File: src/rtl/rxar_pkg.sv
package rxar_pkg;

    // Register byte offsets on the bus
    localparam logic [7:0] OFF_ADDR_LOW = 8'h00;
    localparam logic [7:0] OFF_ADDR_HIGH = 8'h04;
    localparam logic [7:0] OFF_INDEX = 8'h08;
    localparam logic [7:0] OFF_DMA_STATUS = 8'h0C;
    localparam logic [7:0] OFF_TX_HDP_BASE = 8'h40;
    localparam logic [7:0] OFF_RX_HDP_BASE = 8'h60;

    // Address RAM geometry
    localparam int ENTRIES = 32;
    localparam int IDX_W = 5;
    localparam int CHANS = 8;
    localparam int CH_W = 3;

    // Field positions in the low address register
    localparam int BIT_VALID = 20;
    localparam int BIT_ACCEPT = 19;
    localparam int CH_LSB = 16;
    localparam int BYTE0_LSB = 8;
    localparam int BYTE1_LSB = 0;

    // Field positions in the high address register
    localparam int BYTE2_LSB = 24;
    localparam int BYTE3_LSB = 16;
    localparam int BYTE4_LSB = 8;
    localparam int BYTE5_LSB = 0;

    // Reset values
    localparam logic [31:0] HDP_RESET = 32'h0000_0000;
    localparam logic [31:0] ZERO_WORD = 32'h0000_0000;

    // One address RAM entry: 53 bits
    typedef struct packed {
        logic valid;
        logic accept_or_reject_select;
        logic [CH_W-1:0] chan;
        logic [47:0] addr;
    } rxar_entry_t;

    // Wishbone request bundle
    typedef struct packed {
        logic cyc;
        logic stb;
        logic we;
        logic [7:0] adr;
        logic [3:0] sel;
        logic [31:0] dat;
    } rxar_wb_req_t;

    // Filter lookup result
    typedef struct packed {
        logic hit;
        logic accept;
        logic [CH_W-1:0] chan;
    } rxar_match_t;

endpackage

File: src/rtl/rxar_regs.sv
// Implementation choices: the Wishbone slave port and the address map.
`timescale 1ns/10ps
module rxar_regs #(
    parameter int ENTRIES = rxar_pkg::ENTRIES,
    parameter int CHANS = rxar_pkg::CHANS
) (
    // Clock and reset
    input wire logic clk_i,
    input wire logic rst_i,
    // Wishbone slave
    input wire logic wb_cyc_i,
    input wire logic wb_stb_i,
    input wire logic wb_we_i,
    input wire logic [7:0] wb_adr_i,
    input wire logic [3:0] wb_sel_i,
    input wire logic [31:0] wb_dat_i,
    output logic [31:0] wb_dat_o,
    output logic wb_ack_o,
    output logic wb_err_o,
    // Receive filter lookup
    input wire logic lookup_req_i,
    input wire logic [47:0] lookup_addr_i,
    output logic lookup_valid_o,
    output logic lookup_hit_o,
    output logic lookup_accept_o,
    output logic [rxar_pkg::CH_W-1:0] lookup_chan_o,
    // DMA engine side
    output logic [CHANS-1:0] tx_start_o,
    output logic [CHANS-1:0] rx_permit_o,
    output logic [CHANS-1:0][31:0] tx_hdp_o,
    output logic [CHANS-1:0][31:0] rx_hdp_o,
    input wire logic [CHANS-1:0] tx_hdp_clr_i,
    input wire logic [CHANS-1:0] rx_hdp_clr_i
);

    // Overview of behaviour
    // Bus side: one classic cycle per access
    // Request taken when no answer is outstanding
    // Ack or err follows one cycle after taking
    // Ack drops next cycle even with strobe held
    // Unmapped offsets answer with err, no effect
    // Read data registered, zero on writes
    // Entry staging: index and high only stage
    // Low write merges lanes with current entry
    // Commit lands at index on low write edge
    // Index keeps its value across commits
    // Index write needs lane zero enabled
    // Filter side: compare runs every cycle
    // Result registered on a lookup request
    // Result holds until the next request
    // Reject entry beats accept entry on ties
    // Channel from lowest accept entry index
    // Channel forced zero unless accepted
    // DMA side: pointer write pulses start or permit
    // Pulse lasts one cycle after the write edge
    // Engine clear zeroes a pointer at queue end
    // Software write wins over same-cycle clear
    // Nonzero rewrite is not blocked by hardware
    // Status word flags nonzero pointers per channel

    // Hazards
    // Address RAM has no reset value
    // Lookups before full load see unknown entries
    // Partial low writes merge with stale contents
    // Software must load every entry first

    // Register map
    // Low address and control at the base
    // High address bytes one word up
    // Entry index, five bits, next word
    // Pointer status word, read only
    // Transmit pointers, one word per channel
    // Receive pointers, one word per channel
    // Everything else answers with err

    // Low register layout
    // Valid flag above the accept or reject flag
    // Three channel bits below those flags
    // Address byte zero in the second byte lane
    // Address byte one in the lowest byte lane
    // High register: bytes two to five, top down

    // All state of the block except the address RAM
    typedef struct packed {
        logic [rxar_pkg::IDX_W-1:0] index;
        logic [31:0] high;
        logic [CHANS-1:0][31:0] tx_hdp;
        logic [CHANS-1:0][31:0] rx_hdp;
        logic [CHANS-1:0] tx_start;
        logic [CHANS-1:0] rx_permit;
        logic ack;
        logic err;
        logic [31:0] rdata;
        logic lk_valid;
        rxar_pkg::rxar_match_t lk;
    } rxar_state_t;

    rxar_state_t s_q;
    rxar_state_t s_d;

    // Address RAM, no reset: software must load it before use
    rxar_pkg::rxar_entry_t ram_q [ENTRIES];
    logic ram_we;
    rxar_pkg::rxar_entry_t ram_wdata;

    // Request bundle
    rxar_pkg::rxar_wb_req_t req;
    logic access;
    logic [31:0] wmask;
    logic [31:0] low_word;
    logic [2:0] ch_sel;
    logic tx_sel;
    logic rx_sel;
    logic known;
    rxar_pkg::rxar_match_t match_c;

    // Gather bus request
    // Access is blocked while an answer is out
    // Keeps a held strobe from being taken twice
    // Byte lane mask built from the select bits
    always_comb begin
        req = '{cyc: wb_cyc_i, stb: wb_stb_i, we: wb_we_i, adr: wb_adr_i,
                sel: wb_sel_i, dat: wb_dat_i};
        access = req.cyc && req.stb && !s_q.ack && !s_q.err;
        for (int b = 0; b < 4; b++) begin
            wmask[b*8 +: 8] = {8{req.sel[b]}};
        end
    end

    // Decode pointer windows
    // Upper address bits pick the pointer window
    // Word offset inside a window is the channel
    // Channels past the parameter are unmapped
    // Known offsets get ack, the rest get err
    always_comb begin
        ch_sel = req.adr[4:2];
        tx_sel = (req.adr[7:5] == rxar_pkg::OFF_TX_HDP_BASE[7:5]) &&
                 (32'(ch_sel) < CHANS);
        rx_sel = (req.adr[7:5] == rxar_pkg::OFF_RX_HDP_BASE[7:5]) &&
                 (32'(ch_sel) < CHANS);
        known = tx_sel || rx_sel ||
                req.adr == rxar_pkg::OFF_ADDR_LOW ||
                req.adr == rxar_pkg::OFF_ADDR_HIGH ||
                req.adr == rxar_pkg::OFF_INDEX ||
                req.adr == rxar_pkg::OFF_DMA_STATUS;
    end

    // Low register image of the entry at the current index
    // Serves both read back and lane merging
    // Reserved upper bits stay zero
    always_comb begin
        rxar_pkg::rxar_entry_t e;
        e = ram_q[s_q.index];
        low_word = rxar_pkg::ZERO_WORD;
        low_word[rxar_pkg::BIT_VALID] = e.valid;
        low_word[rxar_pkg::BIT_ACCEPT] = e.accept_or_reject_select;
        low_word[rxar_pkg::CH_LSB +: rxar_pkg::CH_W] = e.chan;
        low_word[rxar_pkg::BYTE0_LSB +: 8] = e.addr[7:0];
        low_word[rxar_pkg::BYTE1_LSB +: 8] = e.addr[15:8];
    end

    // Commit path: only a low register write writes the RAM
    // Unselected lanes keep the stored entry bits
    // Upper address comes from the staged high word
    // Index and high writes never touch the RAM
    always_comb begin
        logic [31:0] lw;
        lw = (low_word & ~wmask) | (req.dat & wmask);
        ram_we = access && req.we && req.adr == rxar_pkg::OFF_ADDR_LOW;
        ram_wdata.valid = lw[rxar_pkg::BIT_VALID];
        ram_wdata.accept_or_reject_select = lw[rxar_pkg::BIT_ACCEPT];
        ram_wdata.chan = lw[rxar_pkg::CH_LSB +: rxar_pkg::CH_W];
        ram_wdata.addr = {s_q.high[rxar_pkg::BYTE5_LSB +: 8],
                          s_q.high[rxar_pkg::BYTE4_LSB +: 8],
                          s_q.high[rxar_pkg::BYTE3_LSB +: 8],
                          s_q.high[rxar_pkg::BYTE2_LSB +: 8],
                          lw[rxar_pkg::BYTE1_LSB +: 8],
                          lw[rxar_pkg::BYTE0_LSB +: 8]};
    end

    // Filter compare over every entry
    // Walks from the top so the lowest index wins
    // Any reject entry on the address vetoes accept
    // Invalid entries are skipped whatever they hold
    // Wide compare, one level of logic per entry
    always_comb begin
        logic rej;
        logic acc;
        logic [rxar_pkg::CH_W-1:0] ch;
        rej = 1'b0;
        acc = 1'b0;
        ch = '0;
        for (int i = ENTRIES - 1; i >= 0; i--) begin
            // Skip invalid entries entirely
            if (ram_q[i].valid && ram_q[i].addr == lookup_addr_i) begin
                if (ram_q[i].accept_or_reject_select) begin
                    acc = 1'b1;
                    ch = ram_q[i].chan;
                end else begin
                    rej = 1'b1;
                end
            end
        end
        match_c.hit = acc || rej;
        match_c.accept = acc && !rej;
        match_c.chan = (acc && !rej) ? ch : '0;
    end

    // Next state
    // Pulses default low and last one cycle
    // Lookup result captured only on a request
    // Engine clears come first so writes win
    // Read data cleared on every taken access
    always_comb begin
        s_d = s_q;
        s_d.ack = 1'b0;
        s_d.err = 1'b0;
        s_d.tx_start = '0;
        s_d.rx_permit = '0;
        s_d.lk_valid = lookup_req_i;
        if (lookup_req_i) begin
            s_d.lk = match_c;
        end
        // Engine clears a pointer at end of queue
        for (int c = 0; c < CHANS; c++) begin
            if (tx_hdp_clr_i[c]) begin
                s_d.tx_hdp[c] = rxar_pkg::HDP_RESET;
            end
            if (rx_hdp_clr_i[c]) begin
                s_d.rx_hdp[c] = rxar_pkg::HDP_RESET;
            end
        end
        if (access) begin
            s_d.ack = known;
            s_d.err = !known;
            s_d.rdata = rxar_pkg::ZERO_WORD;
            if (req.we) begin
                // Staging and pointer writes; software write wins over engine clear
                if (req.adr == rxar_pkg::OFF_ADDR_HIGH) begin
                    s_d.high = (s_q.high & ~wmask) | (req.dat & wmask);
                end else if (req.adr == rxar_pkg::OFF_INDEX) begin
                    if (req.sel[0]) begin
                        s_d.index = req.dat[rxar_pkg::IDX_W-1:0];
                    end
                end else if (tx_sel) begin
                    s_d.tx_hdp[ch_sel] = (s_q.tx_hdp[ch_sel] & ~wmask) | (req.dat & wmask);
                    s_d.tx_start[ch_sel] = 1'b1;
                end else if (rx_sel) begin
                    s_d.rx_hdp[ch_sel] = (s_q.rx_hdp[ch_sel] & ~wmask) | (req.dat & wmask);
                    s_d.rx_permit[ch_sel] = 1'b1;
                end
            end else begin
                // Read mux; reserved bits read zero
                if (req.adr == rxar_pkg::OFF_ADDR_LOW) begin
                    s_d.rdata = low_word;
                end else if (req.adr == rxar_pkg::OFF_ADDR_HIGH) begin
                    s_d.rdata = s_q.high;
                end else if (req.adr == rxar_pkg::OFF_INDEX) begin
                    s_d.rdata[rxar_pkg::IDX_W-1:0] = s_q.index;
                end else if (req.adr == rxar_pkg::OFF_DMA_STATUS) begin
                    for (int c = 0; c < CHANS; c++) begin
                        s_d.rdata[c] = |s_q.tx_hdp[c];
                        s_d.rdata[c + 16] = |s_q.rx_hdp[c];
                    end
                end else if (tx_sel) begin
                    s_d.rdata = s_q.tx_hdp[ch_sel];
                end else if (rx_sel) begin
                    s_d.rdata = s_q.rx_hdp[ch_sel];
                end
            end
        end
    end

    // State register
    // Synchronous reset clears all but the RAM
    always_ff @(posedge clk_i) begin
        if (rst_i) begin
            s_q <= '0;
        end else begin
            s_q <= s_d;
        end
    end

    // Address RAM write
    // No reset: contents unknown until loaded
    always_ff @(posedge clk_i) begin
        if (ram_we) begin
            ram_q[s_q.index] <= ram_wdata;
        end
    end

    // Outputs
    // Every output comes straight from a flop
    assign wb_ack_o = s_q.ack;
    assign wb_err_o = s_q.err;
    assign wb_dat_o = s_q.rdata;
    assign lookup_valid_o = s_q.lk_valid;
    assign lookup_hit_o = s_q.lk.hit;
    assign lookup_accept_o = s_q.lk.accept;
    assign lookup_chan_o = s_q.lk.chan;
    assign tx_start_o = s_q.tx_start;
    assign rx_permit_o = s_q.rx_permit;
    assign tx_hdp_o = s_q.tx_hdp;
    assign rx_hdp_o = s_q.rx_hdp;

endmodule

File: config.mk
export PLATFORM = sky130hd
export DESIGN_NAME = rxar_regs
export DESIGN_NICKNAME = d
export VERILOG_FILES = /design/src/rtl/rxar_pkg.sv /design/src/rtl/rxar_regs.sv
export SDC_FILE = /design/constraint.sdc
export NUM_CORES = 2
export LEC_CHECK = 0
export BUFFER_PORTS_ARGS = -buffer_cell sky130_fd_sc_hd__buf_2
export CELL_PAD_IN_SITES_DETAIL_PLACEMENT = 1
export CELL_PAD_IN_SITES_GLOBAL_PLACEMENT = 2
export CORE_MARGIN = 1
export CORE_UTILIZATION = 35
export DETAILED_ROUTE_END_ITERATION = 8
export PLACE_DENSITY_LB_ADDON = 0.15
export SYNTH_ARGS = -nofsm -noshare
export SYNTH_HDL_FRONTEND = slang
export SYNTH_SLANG_ARGS = --single-unit
export TNS_END_PERCENT = 5
File: constraint.sdc
create_clock -name clk_i -period 6.47 [get_ports clk_i]
set_clock_uncertainty 0.15 [all_clocks]
set_input_delay 0.3235 -clock clk_i [delete_from_list [all_inputs] [get_ports clk_i]]
set_output_delay 0.3235 -clock clk_i [all_outputs]
set_load 0.02 [all_outputs]
* Word level (Yosys, flattened, before mapping)
Memory sizes are Yosys's and may differ from the RTL's. A register that Yosys moved wholly into a read port is not among the register bits.
Cells that the tools add are included.
** Operators by class
- Eq/ne operators :: 37
- Mux-type cells :: 244
- Reductions and logical operators :: 71
- Bitwise gates (word level) :: 15
- Order comparisons :: 2
** Operator list (number)
- 528-bit 2-to-1 mux :: 3
- 48-bit equality test :: 32
- 256-bit 2-to-1 mux :: 3
- 32-bit 2-to-1 mux :: 24
- 562-bit 2-to-1 mux :: 1
- 256-bit bitwise mux :: 2
- 32-bit OR reduction :: 16
- 3-bit 2-to-1 mux :: 65
- 32-bit binary-select mux with 3-bit select :: 2
- 1-bit 2-to-1 mux :: 131
- 32-bit AND :: 4
- 32-bit demux with 3-bit select :: 1
- 32-bit OR :: 3
- 8-bit 2-to-1 mux :: 7
- 1-bit logical AND :: 39
- 32-bit NOT :: 1
- 27-bit 2-to-1 mux :: 1
- 21-bit AND :: 1
- 21-bit OR :: 1
- 8-bit by 4-bit equality test with 1-bit output, second input constant :: 2
- 5-bit 2-to-1 mux :: 3
- 8-bit by 3-bit equality test with 1-bit output, second input constant :: 1
- 8-bit logical NOT :: 1
- 7-bit OR reduction :: 1
- other kinds (11) :: 24
** Storage, ports and cells
- Output and inout port bits :: 568
- Register bits :: 605
- RAM bits :: 1696
- Bits of input ports :: 114
- Memories :: 1
- Word-level logic and storage cells :: 397
** Memories
- ram_q :: words 32, width 53, rd ports 33, clocked after Yosys merged registers in 1, write ports 1, line rxar_regs.sv:102 : rxar_pkg::rxar_entry_t ram_q [ENTRIES];

* Depth between registers and ports, before layout
An unclocked memory read counts as a cell.
- Depth in word-level cells :: 69
- Gate-level depth with buffers :: 15
- Gate-level depth less buffers :: 11

* Least setup slack after synthesis
Ideal clock, no wire load.
- Kind :: input port to flip-flop
- Start point :: input port wb_adr_i[2]
- End point :: memory ram_q[28][0] (netlist bit) (enable)
- Cell stages on the path :: 7
- Arrival time :: 4.004 ns
- Path buffers :: 3
- Slack :: 1.852 ns
- Setup time :: 0.464 ns
- Cells stage by stage :: clkbuf_1 -> clkbuf_1 -> nor2_1 -> nand2_1 -> or4_1 -> clkbuf_1 -> nor2_1
** On the way
- Longest elaborated chain between the ends :: 4
** Ends and longest elaborated chain
- start, declared :: line rxar_regs.sv:14 : input wire logic [7:0] wb_adr_i,
- 8-bit logical NOT :: line rxar_regs.sv:169 : ram_we = access && req.we && req.adr == rxar_pkg::OFF_ADDR_LOW;
- 1-bit logical AND :: line rxar_regs.sv:169
- 1-bit 2-to-1 mux :: line rxar_regs.sv:287 : if (ram_we) begin
- 1-bit 2-to-1 mux (implied by the code) :: line rxar_regs.sv:288 : ram_q[s_q.index] <= ram_wdata;
- end, declared :: line rxar_regs.sv:102
Every way passes these cells.

* Worst setup path after layout
- Start point :: input port lookup_addr_i[11]
- End point :: register s_q, in the netlist lookup_chan_o[0]
** On the way
- Longest elaborated chain between the ends :: 68
- Elaborated cells on any way between the ends :: 256
- Classes of those cells :: eq/ne: 32; mux: 190; reduce/logical: 34
** Ends and longest elaborated chain
- start, declared :: line rxar_regs.sv:22 : input wire logic [47:0] lookup_addr_i,
- 48-bit equality test :: line rxar_regs.sv:195 : if (ram_q[i].valid && ram_q[i].addr == lookup_addr_i) begin
- 1-bit logical AND :: line rxar_regs.sv:195
- 1-bit 2-to-1 mux :: line rxar_regs.sv:195
- 1-bit 2-to-1 mux :: line rxar_regs.sv:196 : if (ram_q[i].accept_or_reject_select) begin
- 1-bit 2-to-1 mux :: line rxar_regs.sv:195
- 1-bit 2-to-1 mux :: line rxar_regs.sv:196
- 1-bit 2-to-1 mux :: line rxar_regs.sv:195
- 1-bit 2-to-1 mux :: line rxar_regs.sv:196
- [... 52 more ...]
- 1-bit 2-to-1 mux :: line rxar_regs.sv:195
- 1-bit 2-to-1 mux :: line rxar_regs.sv:196
- 1-bit 2-to-1 mux :: line rxar_regs.sv:195
- 1-bit 2-to-1 mux :: line rxar_regs.sv:196
- 1-bit 2-to-1 mux :: line rxar_regs.sv:195
- 1-bit logical NOT :: line rxar_regs.sv:206 : match_c.chan = (acc && !rej) ? ch : '0;
- 1-bit logical AND :: line rxar_regs.sv:206
- 3-bit 2-to-1 mux (*) :: line rxar_regs.sv:206
- end signal, assigned :: line rxar_regs.sv:278 : s_q <= '0;
- end signal, assigned :: line rxar_regs.sv:280 : s_q <= s_d;
- end, declared :: line rxar_regs.sv:98 : rxar_state_t s_q;
Every way passes the cells marked *; elsewhere a longest branch is shown, timed or not.
A chain may end at the register's enable or synchronous reset.

==> metrics.md <==
| Metric | Value |
|---|---|
| Post-synthesis sequential area ratio | 57.6% |
| Reg clk slew, reported paths | 0.06 ns |
| Layout cells sized above 1 | 21.4% |
| RSZ-0062 raised after global routing | no |
| Peak supply drop | ~210 µV |
| Clock tree from TritonCTS | yes |
| Core ar. | 0.312 mm² |
| WS Path Type | in -> reg |
| Final number of max-transition violations | 0 |
| GRT met2 Usage | 56.3% |
| Worst skew pair latency | about 0.96 ns |
| Final period util | just over 70% |
| M3 GR Usage | under 10% |
| GR peak layer | met2 |
| PwrDens | 268 mW/mm² |
| Comb power frac | a little under 6% |
| Async SR Flop Fraction | 0% |
| Gr usage total | 35.3% |
| Routed via count | 81300 |
| Die X | 562 µm |
| Post-Syn Area per Cell | 12.7 µm² |
| Yosys reg bits | 2306 |
| Post-synth EDFFs | ~1700 |
| Switching Fraction | 24.9% |
| Max H-tree Level | 5 |
| Final setup fails | 0 |
| Area of the multi-input gates | 0.0402 mm² |
| Worst-Margin Slew | 1.44 ns |
| CTS buffer count | 276 |
| First-pass GRT wire length | 752 mm |
| Starting density of the core | 35.2% |
| Fillers | 32700 |
| Die area | between 0.3 and 0.4 mm² |
| Vias/cell | 6.13 |
| Wire length per cell | around 43 µm |
| Synthesized area | approximately 0.11 mm² |
| Top_reg_cell synth | edfxtp_1 |
| Clk pwr share | 47.2% |
| Initial antenna violation count | 81 |
| Crit Path Max Fanout | 23 |
| Share of power burned in registers | roughly 47% |
| Clock sinks | 2306 |
| Max-Cap Viols | 0 |
| Register area | ~0.063 mm² |
| TNS Setup | 0 ns |
| Hold Path Class | in -> reg |
| Cell Rows | 205 |
| Total gr overflow | 0 |
| Layout Cells excl Fill | about 13000 |
| Dpl cells | between 10000 and 15000 |
| Area grow syn2layout | 13.7% |
| Hpwl dp | 389 mm |
| Vias in the first global route | 78900 |
| I/O Buffers | around 680 |
| Int Power | about 25000 µW |
| Die height | 562 µm |
| # nets final | 8992 |
| ANT nets after route | 0 |
| Final Hold Fails | 0 |
| Pin count of the biggest net entering global routing | 211 |
| Post-synthesis cell count | 8635 |
| Post-CTS setup buffer count | 0 |
| Period minus WS final | 4.68 ns |
| RD Place Congestion | around 0.94 |
| Residual DRC | 0 |
| Critical Path Sink Type | flop |
| Peak Freq | 214 MHz |
| Root Driver | clkbuf_16 |
| Grt met1 use | 45.2% |
| Synth warn | 0 |
| Relative slew slack | 3.14% |
| Crit path DAT | roughly 5.3 ns |
| CP Data Required Time | 7.13 ns |
| First-pass DRT Iterations | 8 |
| Worst Setup Start Kind | input port |
| Leakage | 0.0461 µW |
| Synthesized Nets | 8749 |
| Initial drt markers | 12200 |
| Status | finished clean |
| IO Count | 682 |
| NetSw | 8330 µW |
| Cell variety after synth | 90 |
| Routed WL | between 500 and 600 mm |
| Max Root-Sink Buffers | 4 |
==> critical path, cell delays in order <==
cell and delay [ns]:
buf_2 0.93, buf_4 0.42, xor2_1 0.10, nor4_1 0.34
nand4_1 0.31, nor3_1 0.91, nand3_1 0.40, nor2_1 0.20
o311ai_1 0.13, a311oi_1 0.37, o221ai_1 0.21, a311o_1 0.33
a221oi_2 0.22
==> path summary, 6_finish.rpt <==
check / start / end / slack [ns] / cells after the start
setup / recovery: lookup_addr_i[11] / lookup_chan_o[0] / 1.79 / 13
setup reg to reg: ram_q[30][0] / lookup_chan_o[0] / 1.93 / 11
hold / removal: rx_hdp_clr_i[4] / rx_hdp_o[144] / 0.09 / 3
hold reg to reg: flop / flop / 0.31 / 2
==> cell usage after synthesis (36+ instances only) <==
cell,number,area [µm²]
dfxtp_1,610,12200
xor2_1,1034,9060
nor2b_1,84,526
a22o_1,55,482
nand3b_1,43,323
buf_1,53,199
edfxtp_1,1696,50900
mux2_2,87,980
nand3_1,99,495
xnor2_1,354,3100
a21oi_1,559,2800
inv_1,91,342
a221oi_1,36,315
nand2_1,197,739
nor2_1,773,2900
mux4_2,338,7610
clkbuf_1,308,1160
nor3_1,73,365
buf_2,122,611
buf_4,603,4530
nand2b_1,51,319
nor4_1,403,2520
nand4_1,169,1060
nor3b_1,437,3280
==> per-stage QoR <==
step           util [%]  setup WS (ns)  area [µm²]  hold slack [ns]  total power (µW)
4_1_cts            39.9           1.94      125000           0.0129             33500
2_1_floorplan         -           1.85      110000            0.302             17000
3_3_place_gp       36.9          0.891      115000            0.291             17900
6_report           40.0           1.79      125000           0.0893             33500
5_1_grt            39.9           1.78      125000           0.0939             34100
3_5_place_dp       36.9           1.00      115000            0.298             17900
==> metal layers <==
layer	part of all wire, %	vias to the layer above
met3	10	976
met2	46	5173
met1	38	43400
met4	5.6	30
met5	0.036	-
li1	-	31700
==> power groups by stage <==
stage          Sequential [µW]  Combinational (µW)  Clock (µW)
2_1_floorplan            16100                 906           0
3_3_place_gp             16100                1840           0
3_5_place_dp             16100                1850           0
4_1_cts                  15700                1890       15900
5_1_grt                  15700                1940       16400
6_report                 15700                1930       15800
==> cell usage in the layout, fill, tap and decap left out, types with 32 or more instances in the layout <==
| cell type | netlist | final |
|---|---|---|
| xor2_1 | 1034 | 1034 |
| mux4_2 | 338 | 338 |
| edfxtp_1 | 1696 | 1696 |
| o21ai_0 | 32 | 32 |
| nor3b_1 | 437 | 437 |
| clkinv_2 | 0 | 39 |
| nand2_1 | 197 | 197 |
| dfxtp_2 | 0 | 34 |
| a22o_1 | 55 | 55 |
| buf_2 | 122 | 659 |
| nand2b_1 | 51 | 51 |
| nor2_4 | 0 | 63 |
| clkinv_1 | 4 | 49 |
| nand4_1 | 169 | 169 |
| nor3_1 | 73 | 67 |
| nor2_1 | 773 | 698 |
| nand3_1 | 99 | 98 |
| dlygate4sd3_1 | 0 | 72 |
| nand3b_1 | 43 | 43 |
| clkbuf_16 | 0 | 284 |
| xnor2_1 | 354 | 354 |
| a221oi_1 | 36 | 36 |
| diode_2 | 0 | 36 |
| dfxtp_1 | 610 | 573 |
| mux2_2 | 87 | 87 |
| nor4_1 | 403 | 395 |
| a21oi_1 | 559 | 559 |
| nor2b_1 | 84 | 83 |
| clkbuf_1 | 308 | 70 |
| buf_4 | 603 | 300 |
| inv_1 | 91 | 91 |
==> timing repair <==
action / CTS / global route
gates resized for setup: 0 / 0
endpoints found under the setup margin: 0 / 0
hold buffers: 72 / 0
hold endpoints to repair: 147 / 0
==> final cells by class <==
class | count | area share, %
inverters | 110 | 0.331
flip-flops and latches | 2306 | 50.7
clock inverters | 122 | 0.991
clock buffers | 373 | 6.12
multi-input cells | 5130 | 32.2
diodes | 36 | 0.0723
repair buffers | 1054 | 5.39
well taps | 4140 | 4.16
==> sequential cells by signal, indices dropped and copies added, names as in the netlist, named ones only <==
register         flops
lookup_chan_o        3
wb_err_o             1
tx_hdp_o           256
lookup_valid_o       1
s_q                  5
tx_start_o           8
rx_permit_o          8
lookup_hit_o         1
lookup_accept_o      1
ram_q             1696
rx_hdp_o           256
wb_ack_o             1
wb_dat_o            32
==> cell families (layout without fill, tap and decap cells) <==
group,count (synthesis),after routing,synth area share [%]
other cells,0,36,0
mux,440,440,7.97
compound gates,880,880,4.95
flops,2306,2306,57.6
buf+inv,1199,1659,6.33
simple gates,2421,2421,12.1
xor+xnor,1389,1389,11.1
Note: power is estimated with default switching activity, not from simulation.
